### src/core/tsc_pkg.sv
package tsc_pkg;
   // status word bit positions
   localparam int unsigned STS_W        = 16;
   localparam int unsigned BIT_MBAD     = 3;
   localparam int unsigned BIT_RSVD     = 4;
   localparam int unsigned BIT_LATE     = 5;
   localparam int unsigned BIT_XCOL     = 6;
   // collision limit and slot time
   localparam logic [4:0]  COLL_LIMIT   = 5'h10;
   localparam int unsigned CLK_NS       = 10;
   localparam int unsigned SLOT_NS      = 51200;   // 51.2 us
   localparam int unsigned SLOT_CYC     = SLOT_NS / CLK_NS;
   localparam int unsigned CNT_W        = 13;
   localparam int unsigned FIFO_DEPTH   = 16;
   localparam logic [15:0] STS_RESET    = 16'h0000;

   // one finished packet's status, as written back to the descriptor
   typedef struct packed {
      logic [15:0] status;
      logic        aborted;
   } tsc_result_t;

   // line events from the transmit/receive units
   typedef struct packed {
      logic pkt_start;    // first preamble bit
      logic sfd_seen;     // start-of-frame delimiter sent
      logic collision;    // collision detected on the wire
      logic pkt_end;      // transmission attempt over (no collision)
      logic mon_done;     // receive monitor finished the packet
      logic mon_crc_bad;  // monitor computed invalid crc
   } tsc_evt_t;
endpackage

### src/core/tsc_fifo.sv
`timescale 1ns/1ps
`default_nettype none
module tsc_fifo #(
   parameter int unsigned W = 17,
   parameter int unsigned D = 16
) (
   // clock and reset
   input  wire logic         clk_sys,
   input  wire logic         rstn,
   // write side
   input  wire logic [W-1:0] in_data,
   input  wire logic         in_valid,
   output logic              in_ready,
   // read side
   output logic [W-1:0]      out_data,
   output logic              out_valid,
   input  wire logic         out_ready
);
   localparam int unsigned AW = $clog2(D);
   logic [W-1:0] mem [D];
   logic [AW:0]  wr_ff;
   logic [AW:0]  rd_ff;
   logic         do_wr;
   logic         do_rd;

   // full when pointers differ only in the wrap bit
   assign in_ready  = (wr_ff ^ rd_ff) != {1'b1, {AW{1'b0}}};
   assign out_valid = wr_ff != rd_ff;
   assign out_data  = mem[rd_ff[AW-1:0]];
   assign do_wr     = in_valid && in_ready;
   assign do_rd     = out_valid && out_ready;

   // storage has no reset, only the pointers do
   always_ff @(posedge clk_sys) begin
      if (do_wr) begin
         mem[wr_ff[AW-1:0]] <= in_data;
      end
   end

   // pointers
   always_ff @(posedge clk_sys or negedge rstn) begin
      if (!rstn) begin
         wr_ff <= '0;
         rd_ff <= '0;
      end else begin
         if (do_wr) begin
            wr_ff <= wr_ff + 1'b1;
         end
         if (do_rd) begin
            rd_ff <= rd_ff + 1'b1;
         end
      end
   end
endmodule
`default_nettype wire

### src/core/tsc_status.sv
`timescale 1ns/1ps
`default_nettype none
// Functional notes
// - sixteen collisions on one packet abort it and set status bit 6
// - collision after 51.2 us slot from reference sets status bit 5
// - window starts at first preamble bit or at delimiter, by select bit
// - late collision does not abort; normal backoff and retry follow
// - late flag cleared per packet, reflects only that packet
// - monitor computing bad crc on own packet sets status bit 3
module tsc_status
   import tsc_pkg::*;
(
   // clock and reset
   input  wire logic        clk_sys,
   input  wire logic        rstn,
   // configuration
   input  wire logic        late_collision_reference_select,
   // line events (asynchronous to clk_sys)
   input  wire tsc_evt_t    evt_in,
   // collision handling toward the transmit unit
   output logic             backoff_req,
   output logic             abort_req,
   // descriptor status write-back stream
   output logic [15:0]      sts_data,
   output logic             sts_valid,
   input  wire logic        sts_ready,
   output logic             sts_aborted,
   // status view
   output logic             excessive_collision_flag,
   output logic             late_collision_flag,
   output logic             monitored_bad_flag,
   output logic             stall
);
   tsc_evt_t     sync1_ff;
   tsc_evt_t     sync2_ff;
   tsc_evt_t     prev_ff;
   tsc_evt_t     ev;
   logic [4:0]   coll_cnt_ff;
   logic [CNT_W-1:0] win_cnt_ff;
   logic         win_run_ff;
   logic         xcol_ff;
   logic         late_ff;
   logic         mbad_ff;
   logic         backoff_ff;
   logic         abort_ff;
   logic         push_ff;
   tsc_result_t  push_data_ff;
   logic         in_ready;
   logic         q_valid;
   tsc_result_t  q_data;
   logic         out_valid_ff;
   tsc_result_t  out_data_ff;
   logic         q_pop;
   logic         slot_over;
   logic         done_pkt;

   typedef enum logic [1:0] {ST_IDLE, ST_SEND, ST_MON} tsc_state_t;
   tsc_state_t   st_ff;

   // two-flop synchroniser, then rising-edge detect on the second stage
   always_ff @(posedge clk_sys or negedge rstn) begin
      if (!rstn) begin
         sync1_ff <= '0;
         sync2_ff <= '0;
         prev_ff  <= '0;
      end else begin
         sync1_ff <= evt_in;
         sync2_ff <= sync1_ff;
         prev_ff  <= sync2_ff;
      end
   end
   assign ev        = sync2_ff & ~prev_ff;
   assign slot_over = win_cnt_ff >= CNT_W'(SLOT_CYC);

   // slot window counter; reference chosen by the select bit
   always_ff @(posedge clk_sys or negedge rstn) begin
      if (!rstn) begin
         win_cnt_ff <= '0;
         win_run_ff <= 1'b0;
      end else if (ev.collision || ev.pkt_end) begin
         win_run_ff <= 1'b0;
      end else if (late_collision_reference_select ? ev.sfd_seen
                                                   : ev.pkt_start) begin
         win_cnt_ff <= '0;
         win_run_ff <= 1'b1;
      end else if (win_run_ff && !slot_over) begin
         win_cnt_ff <= win_cnt_ff + 1'b1;
      end
   end

   // packet sequencing and collision counting
   always_ff @(posedge clk_sys or negedge rstn) begin
      if (!rstn) begin
         st_ff       <= ST_IDLE;
         coll_cnt_ff <= '0;
         xcol_ff     <= 1'b0;
         late_ff     <= 1'b0;
         mbad_ff     <= 1'b0;
         backoff_ff  <= 1'b0;
         abort_ff    <= 1'b0;
      end else begin
         backoff_ff <= 1'b0;
         abort_ff   <= 1'b0;
         case (st_ff)
            ST_IDLE: begin
               if (ev.pkt_start && in_ready) begin
                  st_ff       <= ST_SEND;
                  coll_cnt_ff <= '0;
                  xcol_ff     <= 1'b0;
                  late_ff     <= 1'b0;
                  mbad_ff     <= 1'b0;
               end
            end
            ST_SEND: begin
               if (ev.collision) begin
                  if (win_run_ff && slot_over) begin
                     late_ff <= 1'b1;
                  end
                  if (coll_cnt_ff == COLL_LIMIT - 5'h01) begin
                     xcol_ff  <= 1'b1;
                     abort_ff <= 1'b1;
                     st_ff    <= ST_IDLE;
                  end else begin
                     coll_cnt_ff <= coll_cnt_ff + 5'h01;
                     backoff_ff  <= 1'b1;
                  end
               end else if (ev.pkt_end) begin
                  st_ff <= ST_MON;
               end
            end
            ST_MON: begin
               if (ev.mon_done) begin
                  mbad_ff <= ev.mon_crc_bad | sync2_ff.mon_crc_bad;
                  st_ff   <= ST_IDLE;
               end
            end
            default: st_ff <= ST_IDLE;
         endcase
      end
   end

   assign done_pkt = (st_ff == ST_MON && ev.mon_done) || abort_ff;

   // build the status word once the packet is finished
   always_ff @(posedge clk_sys or negedge rstn) begin
      if (!rstn) begin
         push_ff      <= 1'b0;
         push_data_ff <= '0;
      end else begin
         push_ff <= done_pkt && !abort_ff || abort_ff;
         push_data_ff.status            <= STS_RESET;
         push_data_ff.status[BIT_XCOL]  <= xcol_ff | abort_ff;
         push_data_ff.status[BIT_LATE]  <= late_ff;
         push_data_ff.status[BIT_MBAD]  <= (st_ff == ST_MON) &&
            ev.mon_done && (ev.mon_crc_bad | sync2_ff.mon_crc_bad);
         push_data_ff.status[BIT_RSVD]  <= 1'b0;
         push_data_ff.aborted           <= abort_ff;
      end
   end

   // queue so descriptor write-back latency does not lose results
   tsc_fifo #(.W($bits(tsc_result_t)), .D(FIFO_DEPTH)) u_fifo (
      .clk_sys   (clk_sys),
      .rstn      (rstn),
      .in_data   (push_data_ff),
      .in_valid  (push_ff),
      .in_ready  (in_ready),
      .out_data  (q_data),
      .out_valid (q_valid),
      .out_ready (q_pop)
   );
   assign q_pop = q_valid && (!out_valid_ff || sts_ready);

   // registered output stage
   always_ff @(posedge clk_sys or negedge rstn) begin
      if (!rstn) begin
         out_valid_ff <= 1'b0;
         out_data_ff  <= '0;
      end else if (q_pop) begin
         out_valid_ff <= 1'b1;
         out_data_ff  <= q_data;
      end else if (sts_ready) begin
         out_valid_ff <= 1'b0;
      end
   end

   // flag outputs and stall, all registered
   logic stall_ff;
   always_ff @(posedge clk_sys or negedge rstn) begin
      if (!rstn) begin
         stall_ff <= 1'b0;
      end else begin
         stall_ff <= !in_ready;
      end
   end

   assign sts_valid                = out_valid_ff;
   assign sts_data                 = out_data_ff.status;
   assign sts_aborted              = out_data_ff.aborted;
   assign backoff_req              = backoff_ff;
   assign abort_req                = abort_ff;
   assign excessive_collision_flag = xcol_ff;
   assign late_collision_flag      = late_ff;
   assign monitored_bad_flag       = mbad_ff;
   assign stall                    = stall_ff;

   // assertions
   a_xcol_abort: assert property (@(posedge clk_sys)
      disable iff (!rstn) abort_req |-> excessive_collision_flag)
      else $error("abort without excessive flag");
   a_xcol_count: assert property (@(posedge clk_sys)
      disable iff (!rstn)
      (st_ff == ST_SEND && ev.collision && coll_cnt_ff == 5'h0f)
      |=> abort_req && !backoff_req)
      else $error("sixteenth collision did not abort");
   a_late_set: assert property (@(posedge clk_sys)
      disable iff (!rstn)
      (st_ff == ST_SEND && ev.collision && win_run_ff && slot_over)
      |=> late_collision_flag)
      else $error("late collision not flagged");
   a_late_early: assert property (@(posedge clk_sys)
      disable iff (!rstn)
      (st_ff == ST_SEND && ev.collision && !late_collision_flag &&
       !(win_run_ff && slot_over)) |=> !late_collision_flag)
      else $error("early collision flagged late");
   a_ref_restart: assert property (@(posedge clk_sys)
      disable iff (!rstn)
      (!ev.collision && !ev.pkt_end && late_collision_reference_select &&
       ev.sfd_seen) |=> win_cnt_ff == '0)
      else $error("window not restarted at delimiter");
   a_ref_preamble: assert property (@(posedge clk_sys)
      disable iff (!rstn)
      (!ev.collision && !ev.pkt_end && !late_collision_reference_select &&
       ev.pkt_start) |=> win_run_ff && win_cnt_ff == '0)
      else $error("window not restarted at preamble");
   a_late_retry: assert property (@(posedge clk_sys)
      disable iff (!rstn)
      (st_ff == ST_SEND && ev.collision && coll_cnt_ff < 5'h0f)
      |=> backoff_req && !abort_req)
      else $error("collision below limit did not back off");
   a_late_clear: assert property (@(posedge clk_sys)
      disable iff (!rstn)
      (st_ff == ST_IDLE && ev.pkt_start && in_ready)
      |=> !late_collision_flag)
      else $error("late flag kept across packets");
   a_mbad_word: assert property (@(posedge clk_sys)
      disable iff (!rstn)
      (st_ff == ST_MON && ev.mon_done && sync2_ff.mon_crc_bad)
      |=> push_ff && push_data_ff.status[BIT_MBAD])
      else $error("bad crc not reported");
   a_rsvd_zero: assert property (@(posedge clk_sys)
      disable iff (!rstn) sts_valid |-> !sts_data[BIT_RSVD])
      else $error("reserved status bit set");
   c_abort:   cover property (@(posedge clk_sys) disable iff (!rstn)
      abort_req);
   c_late:    cover property (@(posedge clk_sys) disable iff (!rstn)
      sts_valid && sts_ready && sts_data[BIT_LATE]);
   c_mbad:    cover property (@(posedge clk_sys) disable iff (!rstn)
      sts_valid && sts_ready && sts_data[BIT_MBAD]);
   c_full:    cover property (@(posedge clk_sys) disable iff (!rstn)
      !in_ready);
endmodule
`default_nettype wire

### config.mk
export PLATFORM = sky130hd
export DESIGN_NAME = tsc_status
export DESIGN_NICKNAME = d
export VERILOG_FILES = /design/src/core/tsc_pkg.sv /design/src/core/tsc_fifo.sv /design/src/core/tsc_status.sv
export SDC_FILE = /design/constraint.sdc
export NUM_CORES = 1
export LEC_CHECK = 0
export ABC_CLOCK_PERIOD_IN_PS = 5600
export BUFFER_PORTS_ARGS = -buffer_cell sky130_fd_sc_hd__buf_2
export CORE_MARGIN = 2
export CORE_UTILIZATION = 60
export CTS_CLUSTER_DIAMETER = 50
export DETAILED_ROUTE_END_ITERATION = 8
export HOLD_SLACK_MARGIN = 0.1
export PLACE_DENSITY = 0.8
export REMOVE_ABC_BUFFERS = 1
export SYNTH_ARGS = -nofsm -noshare
export SYNTH_HDL_FRONTEND = slang
export SYNTH_SLANG_ARGS = --single-unit
### constraint.sdc
create_clock -name clk_sys -period 5.6 [get_ports clk_sys]
set_input_delay 0.56 -clock clk_sys [delete_from_list [all_inputs] [get_ports clk_sys]]
set_output_delay 0.56 -clock clk_sys [all_outputs]
set_load 0.005 [all_outputs]
==> reports/qor.csv, run 1 <==
metric,value,unit
fin_skew,0.01416,ns
synth_seq_cells,128,
endpoint_kind,flip-flop,
p_leak,2.593,nW
rsz0062_at_grt,no,
grt_max_degree,65,
stdcell_area,0.006131,mm^2
drt_iter0_drc,336,
cts-resized-gates,0,
io_pins,34,
antenna_left,0,
drc,0,
layout-drive-gt1-share,19.23,%
holdBufCountCts,0,
antenna_cells,0,
cts_tree,yes,
critPathKind,flip-flop to flip-flop,
synth-async-reset-ratio,50.00,%
die_y,98.86,um
synthTopCellsByArea,"edfxtp_1 (36%), dfrtp_1 (30%), mux4_2 (6.7%)",
cts.path.max_buffers,2,
required,5.79,ns
fin_crit_sh,52.11,%
syn_to_final_growth,13.56,%
first_pass_iters,5,
grt_pass1_vias,3304,
cts_buffers,17,
setup_ws,2.682,ns
numClockSinks,128,
start_util,61.91,%
netlist_area,0.005399,mm^2
finalHoldViolCount,0,
vias_per_cell,6.122,
gr-total-overflow,0,
hold_path_depth,1,
pre_cts_ws,2.829,ns
tns,0,ns
powerDensity,460.1,mW/mm^2
synth_top_area_cell,edfxtp_1,
routedWlPerCell,20.70,um
placed_area,0.005520,mm^2
synth_top_area_share,35.60,%
hpwlAfterDp,6714,um
worstMarginPinSlew,0.9781,ns
wirelength,10850,um
reg2reg_from,u_fifo.rd_ff[1],
grt_pass1_wl,17920,um
r2r_cells,4,
vias,3208,
die_w,98.86,um
num_rows,34,
r2r_slack,2.68,ns
cp_max_fo,19,
yosysWarnings,0,
fin_crit,2.918,ns
synth.distinct_cells,56,
min_from,evt_in[4],
final_cell_mix,"dfrtp_1 (64), edfxtp_1 (64), nor2_1 (23)",
hold_class,primary input to flip-flop,
ys_seq_area_share,65.26,%
maxSlewViolCount,0,
max_cap_violations,0,
cts_root_buf,clkbuf_8,
cp.arrival,3.11,ns
max_freq,342.7,MHz
fin_nets,422,
clkSlewWorstSetupHoldPaths,0.06,ns
gp_congestion,0.8589,
status,completed,
hold_end,sync1_ff[4],
dieArea,0.009773,mm^2
relSlewSlack,34.80,%
fin_util,70.30,%
setup_violations,0,
r2r-end,u_fifo.mem[15][2],
antenna_found_initial,0,
port_buffers,20,
htree_levels,4,
synth_edf_count,64,
final_cells,524,
worstSkewPairLatency,0.52,ns
peakVddDrop,0.3516,mV
grt_use_total,24.49,%
avgSynthCellArea,14.40,um^2
cp-start-kind,flip-flop,
design.core.area,0.008721,mm^2
postCtsSetupBuffers,0,
dp.cells,492,
synthFlopType,edfxtp_1,
syn_inst,375,
-- area by class of cell --
class,count,area (um^2)
clock inverters,10,125.1
flip-flops and latches,128,3523
fillers,533,2590
multi-input cells,222,1705
well taps,108,135.1
inverters,13,48.80
clock buffers,22,485.5
repair buffers,21,107.6
-- registers in the layout, indices dropped and copies added (netlist names) --
signal,cells
sync1_ff,6
win_cnt_ff,13
backoff_req,1
stall,1
u_fifo.mem,64
monitored_bad_flag,1
coll_cnt_ff,5
prev_ff,5
st_ff,2
abort_req,1
u_fifo.rd_ff,5
sts_aborted,1
excessive_collision_flag,1
sts_valid,1
sts_data,3
sync2_ff,6
u_fifo.wr_ff,5
win_run_ff,1
late_collision_flag,1
push_data_ff,4
push_ff,1
-- kinds of logic (layout without fill, tap and decap cells) --
| group | count (synthesis) | in the layout | synth area share [%] |
|---|---|---|---|
| DFF | 128 | 128 | 65.26 |
| and+or+nand+nor | 102 | 102 | 10.17 |
| AOI/OAI and AO/OA | 56 | 56 | 7.115 |
| buffers and inverters | 37 | 66 | 3.986 |
| muxes | 23 | 23 | 8.088 |
| xor gates and xnor gates | 19 | 19 | 3.221 |
| adders and majority gates | 9 | 9 | 2.086 |
| other | 1 | 13 | 0.06946 |
-- stage by stage --
step,power [mW],hold slack (ns)
after floorplan,1.548,0.2644
after global placement,1.689,0.3321
after detailed placement,1.715,0.3358
after CTS,2.834,0.1350
after global routing,2.946,0.1290
final,2.821,0.1497
-- cell usage after synthesis, types with 6 or more instances --
cell,instances
nor2_1,23
and3_1,20
xor2_1,8
edfxtp_1,64
a22oi_1,6
mux4_2,16
nand2b_1,7
nand2_1,14
nand3_1,16
a21oi_1,10
o21ai_0,11
ha_1,9
xnor2_1,10
buf_4,15
dfrtp_1,64
inv_1,12
-- worst max path at each step --
stage	from	end	slack (ns)	cells past startpoint
2_1_floorplan	u_fifo.rd_ff[1]	u_fifo.rd_ff[1]	3.33	4
4_1_cts	u_fifo.rd_ff[1]	u_fifo.mem[15][2]	2.71	4
3_5_place_dp	u_fifo.rd_ff[1]	u_fifo.mem[15][0]	2.83	4
3_3_place_gp	u_fifo.rd_ff[1]	u_fifo.mem[15][2]	2.92	4
5_1_grt	u_fifo.rd_ff[1]	u_fifo.mem[15][3]	2.55	4
6_report	u_fifo.rd_ff[1]	u_fifo.mem[15][2]	2.68	4
-- per-layer routing --
layer	part of all wire, %	track usage, %
met2	51	38.98
met5	0	0
met1	41	34.20
met3	6.4	5.532
met4	1.3	7.798
-- critical path, stage by stage (launching register included) --
cell      delay (ns)
dfrtp_1         0.98
xor2_1          0.39
nor4_4          0.10
a21boi_1        0.68
and3_1          0.43
-- power by group --
group / switching, mW / internal (mW) / leakage [nW]
clock network: 0.400 / 0.702 / 0.296
logic: 0.248 / 0.236 / 0.839
registers: 0.172 / 1.06 / 1.46
Note: power is estimated with default switching activity, not from simulation.
==> run 2, diff against run 1 <==
--- a/config.mk
+++ b/config.mk
@@ -5,7 +5,8 @@
 export SDC_FILE = /design/constraint.sdc
 export NUM_CORES = 1
 export LEC_CHECK = 0
-export ABC_CLOCK_PERIOD_IN_PS = 5600
+export ABC_AREA = 1
+export ABC_CLOCK_PERIOD_IN_PS = 3030
 export BUFFER_PORTS_ARGS = -buffer_cell sky130_fd_sc_hd__buf_2
 export CORE_MARGIN = 2
 export CORE_UTILIZATION = 60
==> constraint.sdc (replaced) <==
create_clock -name clk_sys -period 3.03 [get_ports clk_sys]
set_input_delay 0.303 -clock clk_sys [delete_from_list [all_inputs] [get_ports clk_sys]]
set_output_delay 0.303 -clock clk_sys [all_outputs]
set_load 0.005 [all_outputs]
==> run 2 against run 1 <==
Utilization fell by 0.54 points. Clock power rose by 68%. Worst setup slack got worse by 1.7 ns. Non-clock buffer count rose by 11. Sequential power rose by 81%. Synthesized cell count rose by 45%.
==> reports/qor.csv, run 2 <==
metric,value,unit
cts.path.max_buffers,2,
grt_max_degree,65,
worstSkewPairLatency,0.52,ns
synth_top_area_share,34.27,%
path_buf_inv,2,
postCtsSetupBuffers,0,
hpwlAfterDp,7516,um
required,3.21,ns
drt_iter0_drc,268,
fin_util,69.76,%
port_buffers,20,
synth-async-reset-ratio,50.00,%
rsz0062_at_grt,no,
synth_edf_count,64,
worstMarginPinSlew,0.8054,ns
setup_violations,0,
io_pins,34,
antenna_found_initial,0,
die_y,100.7,um
cp_max_fo,13,
gp_congestion,0.9196,
antenna_left,0,
syn_inst,544,
antenna_cells,0,
max_cap_violations,0,
final_common_cell,nor2_1,
htree_levels,4,
dieArea,0.01014,mm^2
cts_buffers,17,
vias,3972,
pre_cts_ws,0.9849,ns
dp.cells,665,
fin_nets,600,
synthTopCellsByArea,"edfxtp_1 (34%), dfrtp_1 (29%), nor2_1 (6.3%)",
cts-resized-gates,0,
critPathKind,flip-flop to flip-flop,
gr-total-overflow,0,
cts_root_buf,clkbuf_8,
die_w,100.7,um
avgSynthCellArea,10.31,um^2
p_leak,2.789,nW
synth_seq_cells,128,
setup_ws,0.9859,ns
largest_reg_flops,64,
yosysWarnings,0,
grt_pass1_vias,3906,
cp-start-kind,flip-flop,
final_cell_mix,"nor2_1 (94), nand2_1 (88), dfrtp_1 (64), edfxtp_1 (64), o21ai_0 (45)",
numClockSinks,128,
grt_pass1_wl,18890,um
hold_class,primary input to flip-flop,
fin_skew,0.01631,ns
status,completed,
netlist_area,0.005608,mm^2
synthTopCellsByCount,"nor2_1 (94), nand2_1 (88), dfrtp_1 (64), edfxtp_1 (64), o21ai_0 (45)",
relSlewSlack,46.31,%
path_delay_family,simple AND/OR/NAND/NOR gates,
crit_top_cell,nand2_1,
synth_top_area_cell,edfxtp_1,
clkSlewWorstSetupHoldPaths,0.06,ns
cp.arrival,2.23,ns
powerDensity,876.8,mW/mm^2
drc,0,
vias_per_cell,5.642,
fin_crit_sh,67.46,%
crit_chain,inv_2 > nand2_1 > nand2_1 > nor2_4 > nand3_4 > nand2_4 > inv_4 > nand2_1 > nor2_1,
endpoint_kind,flip-flop,
max_freq,489.2,MHz
wirelength,11640,um
slowest_stage,dfrtp_1,
cts_tree,yes,
max_stage_delay,0.52,ns
finalHoldViolCount,0,
post-synth-top-count-cell,nor2_1,
tns,0,ns
final_cells,704,
peakVddDrop,0.6301,mV
layout-drive-gt1-share,13.83,%
n_fill_cell,642,
num_rows,35,
routedWlPerCell,16.54,um
grt_use_total,25.02,%
maxSlewViolCount,0,
synthFlopType,edfxtp_1,
synth.distinct_cells,34,
design.core.area,0.009153,mm^2
start_util,61.27,%
hold_slack,0.3118,ns
syn_to_final_growth,13.86,%
ys_seq_area_share,62.83,%
first_pass_iters,7,
fin_crit,2.044,ns
-- run 2: cell count changes after synthesis, sizes merged, moves of 7 or more --
cell    before  now
nand2       14   96
xnor2       10    0
o211ai       0    9
nand4        4   14
inv         13   43
o21ai       14   53
nor2        23   97
mux4        16    0
nand2b       7    0
and3        20    0
nand3       16   38
-- run 2: final cells by class --
cell class | count | area [um^2] | area share, %
Clock buffer | 23 | 498.0 | 7.799
Clock inverter | 8 | 48.80 | 0.7643
Inverter | 43 | 168.9 | 2.646
Multi-Input combinational cell | 359 | 1797 | 28.14
Sequential cell | 128 | 3523 | 55.18
Tap cell | 111 | 138.9 | 2.175
Timing Repair Buffer | 32 | 210.2 | 3.292
-- run 2: logic make-up (layout without fill, tap and decap cells) --
group / count (synthesis) / in the layout / synth area share [%]
DFF: 128 / 128 / 62.83
adders and majority gates: 9 / 9 / 2.008
buffers and inverters: 69 / 106 / 5.935
and+or+nand+nor: 255 / 255 / 20.50
AOI/OAI and AO/OA: 76 / 76 / 7.586
other: 1 / 13 / 0.06687
xor gates and xnor gates: 6 / 6 / 1.071
-- run 2: power by group --
part           switching [mW]  total [mW]  internal (mW)
clock network           0.713        1.85           1.13
logic                    1.02        1.52          0.496
registers               0.215        2.23           2.02
-- run 2: timing repair --
action                                  CTS  global route
endpoints found under the hold margin    71             0
endpoints found under the setup margin    0             0
hold buffers                              8             0
-- run 2: final timing paths --
kind | from | endpoint | slack (ns) | depth (start not counted)
min in group asynchronous | rstn | sts_data[6] | 0.48 | 3
setup reg to reg | u_fifo.rd_ff[2] | u_fifo.mem[13][1] | 0.99 | 9
hold reg to reg | sync1_ff[5] | sync2_ff[5] | 0.35 | 0
hold / removal | late_collision_reference_select | win_cnt_ff[1] | 0.31 | 4
max in group asynchronous | rstn | win_cnt_ff[10] | 2.01 | 3
setup / recovery | u_fifo.rd_ff[2] | u_fifo.mem[13][1] | 0.99 | 9
-- run 2: routing by layer --
| metal | wire length (um) | vias up | GRT usage [%] |
|---|---|---|---|
| met3 | 774 | 23 | 7.143 |
| met5 | 0 | - | 0 |
| met4 | 277 | 0 | 10.01 |
| met1 | 4598 | 1935 | 30.89 |
| li1 | - | 1877 | - |
| met2 | 5990 | 137 | 41.74 |
-- run 2: worst min-delay path, cell delays in order --
cell     delay, ns
buf_2         0.11
o21ai_2       0.19
nand3_1       0.14
o21ai_1       0.06
-- run 2: per-stage QoR --
stage	power, mW	cell area [um^2]
detailed placement	3.734	5758
floorplan	3.237	5489
finish	5.598	6385
CTS	5.605	6385
global placement	3.678	5758
global route	5.920	6385
==> run 3, diff against run 2 <==
--- a/config.mk
+++ b/config.mk
@@ -5,15 +5,15 @@
 export SDC_FILE = /design/constraint.sdc
 export NUM_CORES = 1
 export LEC_CHECK = 0
-export ABC_AREA = 1
-export ABC_CLOCK_PERIOD_IN_PS = 3030
+export ABC_AREA = 0
+export ABC_CLOCK_PERIOD_IN_PS = 1700
 export BUFFER_PORTS_ARGS = -buffer_cell sky130_fd_sc_hd__buf_2
 export CORE_MARGIN = 2
-export CORE_UTILIZATION = 60
+export CORE_UTILIZATION = 54
 export CTS_CLUSTER_DIAMETER = 50
 export DETAILED_ROUTE_END_ITERATION = 8
 export HOLD_SLACK_MARGIN = 0.1
-export PLACE_DENSITY = 0.8
+export PLACE_DENSITY = 0.76
 export REMOVE_ABC_BUFFERS = 1
 export SYNTH_ARGS = -nofsm -noshare
 export SYNTH_HDL_FRONTEND = slang
==> constraint.sdc (replaced) <==
create_clock -name clk_sys -period 1.7 [get_ports clk_sys]
set_input_delay 0.17 -clock clk_sys [delete_from_list [all_inputs] [get_ports clk_sys]]
set_output_delay 0.17 -clock clk_sys [all_outputs]
set_load 0.005 [all_outputs]
==> run 3 against run 2 <==
Worst setup slack got worse by 1.2 ns. Wire length rose by 12%. Clock power up 89%. Die area increased by 6.7%. Fmax increased by 5.9%. Critical path type unchanged. Clock-buffer cell count decreased by 3. The flow now finishes with violations (setup timing). Hold slack worse by 0.13 ns. Clock skew down 0.0081 ns. Combinational power rose by 99%. Sequential cell count is the same.
==> reports/qor.csv, run 3 (synthesized netlist as in run 1, its figures left out) <==
metric,value,unit
syn_to_final_growth,30.98,%
peakVddDrop,0.9591,mV
cts_root_buf,clkbuf_8,
grt_pass1_wl,19650,um
violations,setup timing,
grt_use_total,24.05,%
critPathKind,flip-flop to flip-flop,
cts.path.max_buffers,2,
htree_levels,4,
p_leak,2.956,nW
grt_use_met3,6.704,%
setup_violations,81,
drc,0,
start_util,55.49,%
vias_per_cell,5.787,
fin_crit,1.930,ns
cp-start-kind,flip-flop,
placed_area,0.005959,mm^2
worstMarginPinSlew,0.6388,ns
cts_tree,yes,
numClockSinks,128,
cp.arrival,2.32,ns
finalHoldViolCount,0,
hold_class,primary input to asynchronous set/reset pin,
wirelength,13080,um
final_common_cell,edfxtp_1,
drt_iter0_drc,389,
fin_skew,0.008170,ns
gr-total-overflow,0,
largest_reg_flops,64,
hpwlAfterDp,7522,um
die_w,104.0,um
worstSkewPairLatency,0.52,ns
endpoint_kind,flip-flop,
clkSlewWorstSetupHoldPaths,0.06,ns
gp_congestion,0.8866,
powerDensity,1452,mW/mm^2
grt_max_degree,65,
io_pins,34,
n_fill_cell,558,
port_buffers,20,
required,2.09,ns
relSlewSlack,57.41,%
hold_slack,0.1845,ns
maxSlewViolCount,0,
layout-drive-gt1-share,40.41,%
antenna_found_initial,0,
grtUsageMet2,39.61,%
busiest_layer,met2,
grtUsageMet1,30.46,%
fin_nets,496,
rsz0062_at_grt,yes,
final_cell_mix,"edfxtp_1 (64), dfrtp_1 (63), buf_4 (56)",
vias,3605,
stdcell_area,0.007072,mm^2
setup_ws,-0.2296,ns
design.core.area,0.009729,mm^2
antenna_cells,0,
antenna_left,0,
num_rows,36,
status,"finished, violations left",
fin_crit_sh,113.5,%
max_cap_violations,0,
grt_pass1_vias,3638,
r2r_cells,6,
cts_buffers,17,
die_y,104.0,um
routedWlPerCell,20.99,um
first_pass_iters,5,
max_freq,518.2,MHz
dieArea,0.01081,mm^2
cp_max_fo,9,
## run 3: through the flow
step	setup TNS [ns]	cells	total power, mW	util (%)	setup WS (ns)
finish	-5.213	623	10.27	72.69	-0.2296
floorplan	-34.34	363	5.099	-	-0.5666
CTS	-6.832	619	9.868	69.71	-0.1577
global route	-8.913	623	10.63	72.69	-0.2550
detailed placement	-23.88	568	6.075	61.25	-0.4116
global placement	-18.65	568	5.995	61.25	-0.3497
## run 3: metal layers
layer	up-vias	part of all wire, %	routed length, um
met3	36	7.4	968
met1	1806	38	5012
met2	187	51	6700
met5	-	0	0
li1	1576	-	-
met4	0	3.0	395
## run 3: what timing repair did
| item | 4_1_cts | 5_1_grt |
|---|---|---|
| gates cloned | 0 | 1 |
| endpoints found under the setup margin | 90 | 91 |
| setup buffers | 11 | 5 |
| hold buffers | 8 | 0 |
| resized for setup | 29 | 71 |
| pin swaps | 6 | 16 |
| endpoints found under the hold margin | 71 | 0 |
## run 3: path summary, 6_finish.rpt
check	start	endpoint	slack (ns)
min in group clk_sys	late_collision_reference_select	win_cnt_ff[2]	0.23
max	u_fifo.rd_ff[3]	u_fifo.rd_ff[3]	-0.23
min	rstn	sts_data[6]	0.18
max reg2reg	u_fifo.rd_ff[3]	u_fifo.rd_ff[3]	-0.23
min reg2reg	sync1_ff[1]	sync2_ff[1]	0.35
max in group asynchronous	rstn	u_fifo.rd_ff[1]	1.20
## run 3: power breakdown
group | total (mW) | internal [mW] | switching, mW
registers | 3.75 | 3.51 | 0.243
logic | 3.03 | 1.45 | 1.57
clock network | 3.49 | 2.14 | 1.36
total | 10.3 | 7.10 | 3.17
## run 3: cell type report
cell class | count | area, um^2 | share of cell area [%]
clock buffers | 20 | 435.4 | 6.157
clock inverters | 12 | 132.6 | 1.875
inverters | 13 | 51.30 | 0.7254
multi-input cells | 223 | 2018 | 28.54
flip-flops and latches | 128 | 3525 | 49.84
well taps | 133 | 166.4 | 2.353
repair buffers | 94 | 743.2 | 10.51
## run 3: worst max-delay path, stage by stage, from the launching register on
cell	delay, ns
dfrtp_1	0.41
xor2_2	0.21
or4_4	0.59
o21ai_4	0.23
buf_12	0.16
nor2_1	0.06
xor2_1	0.14
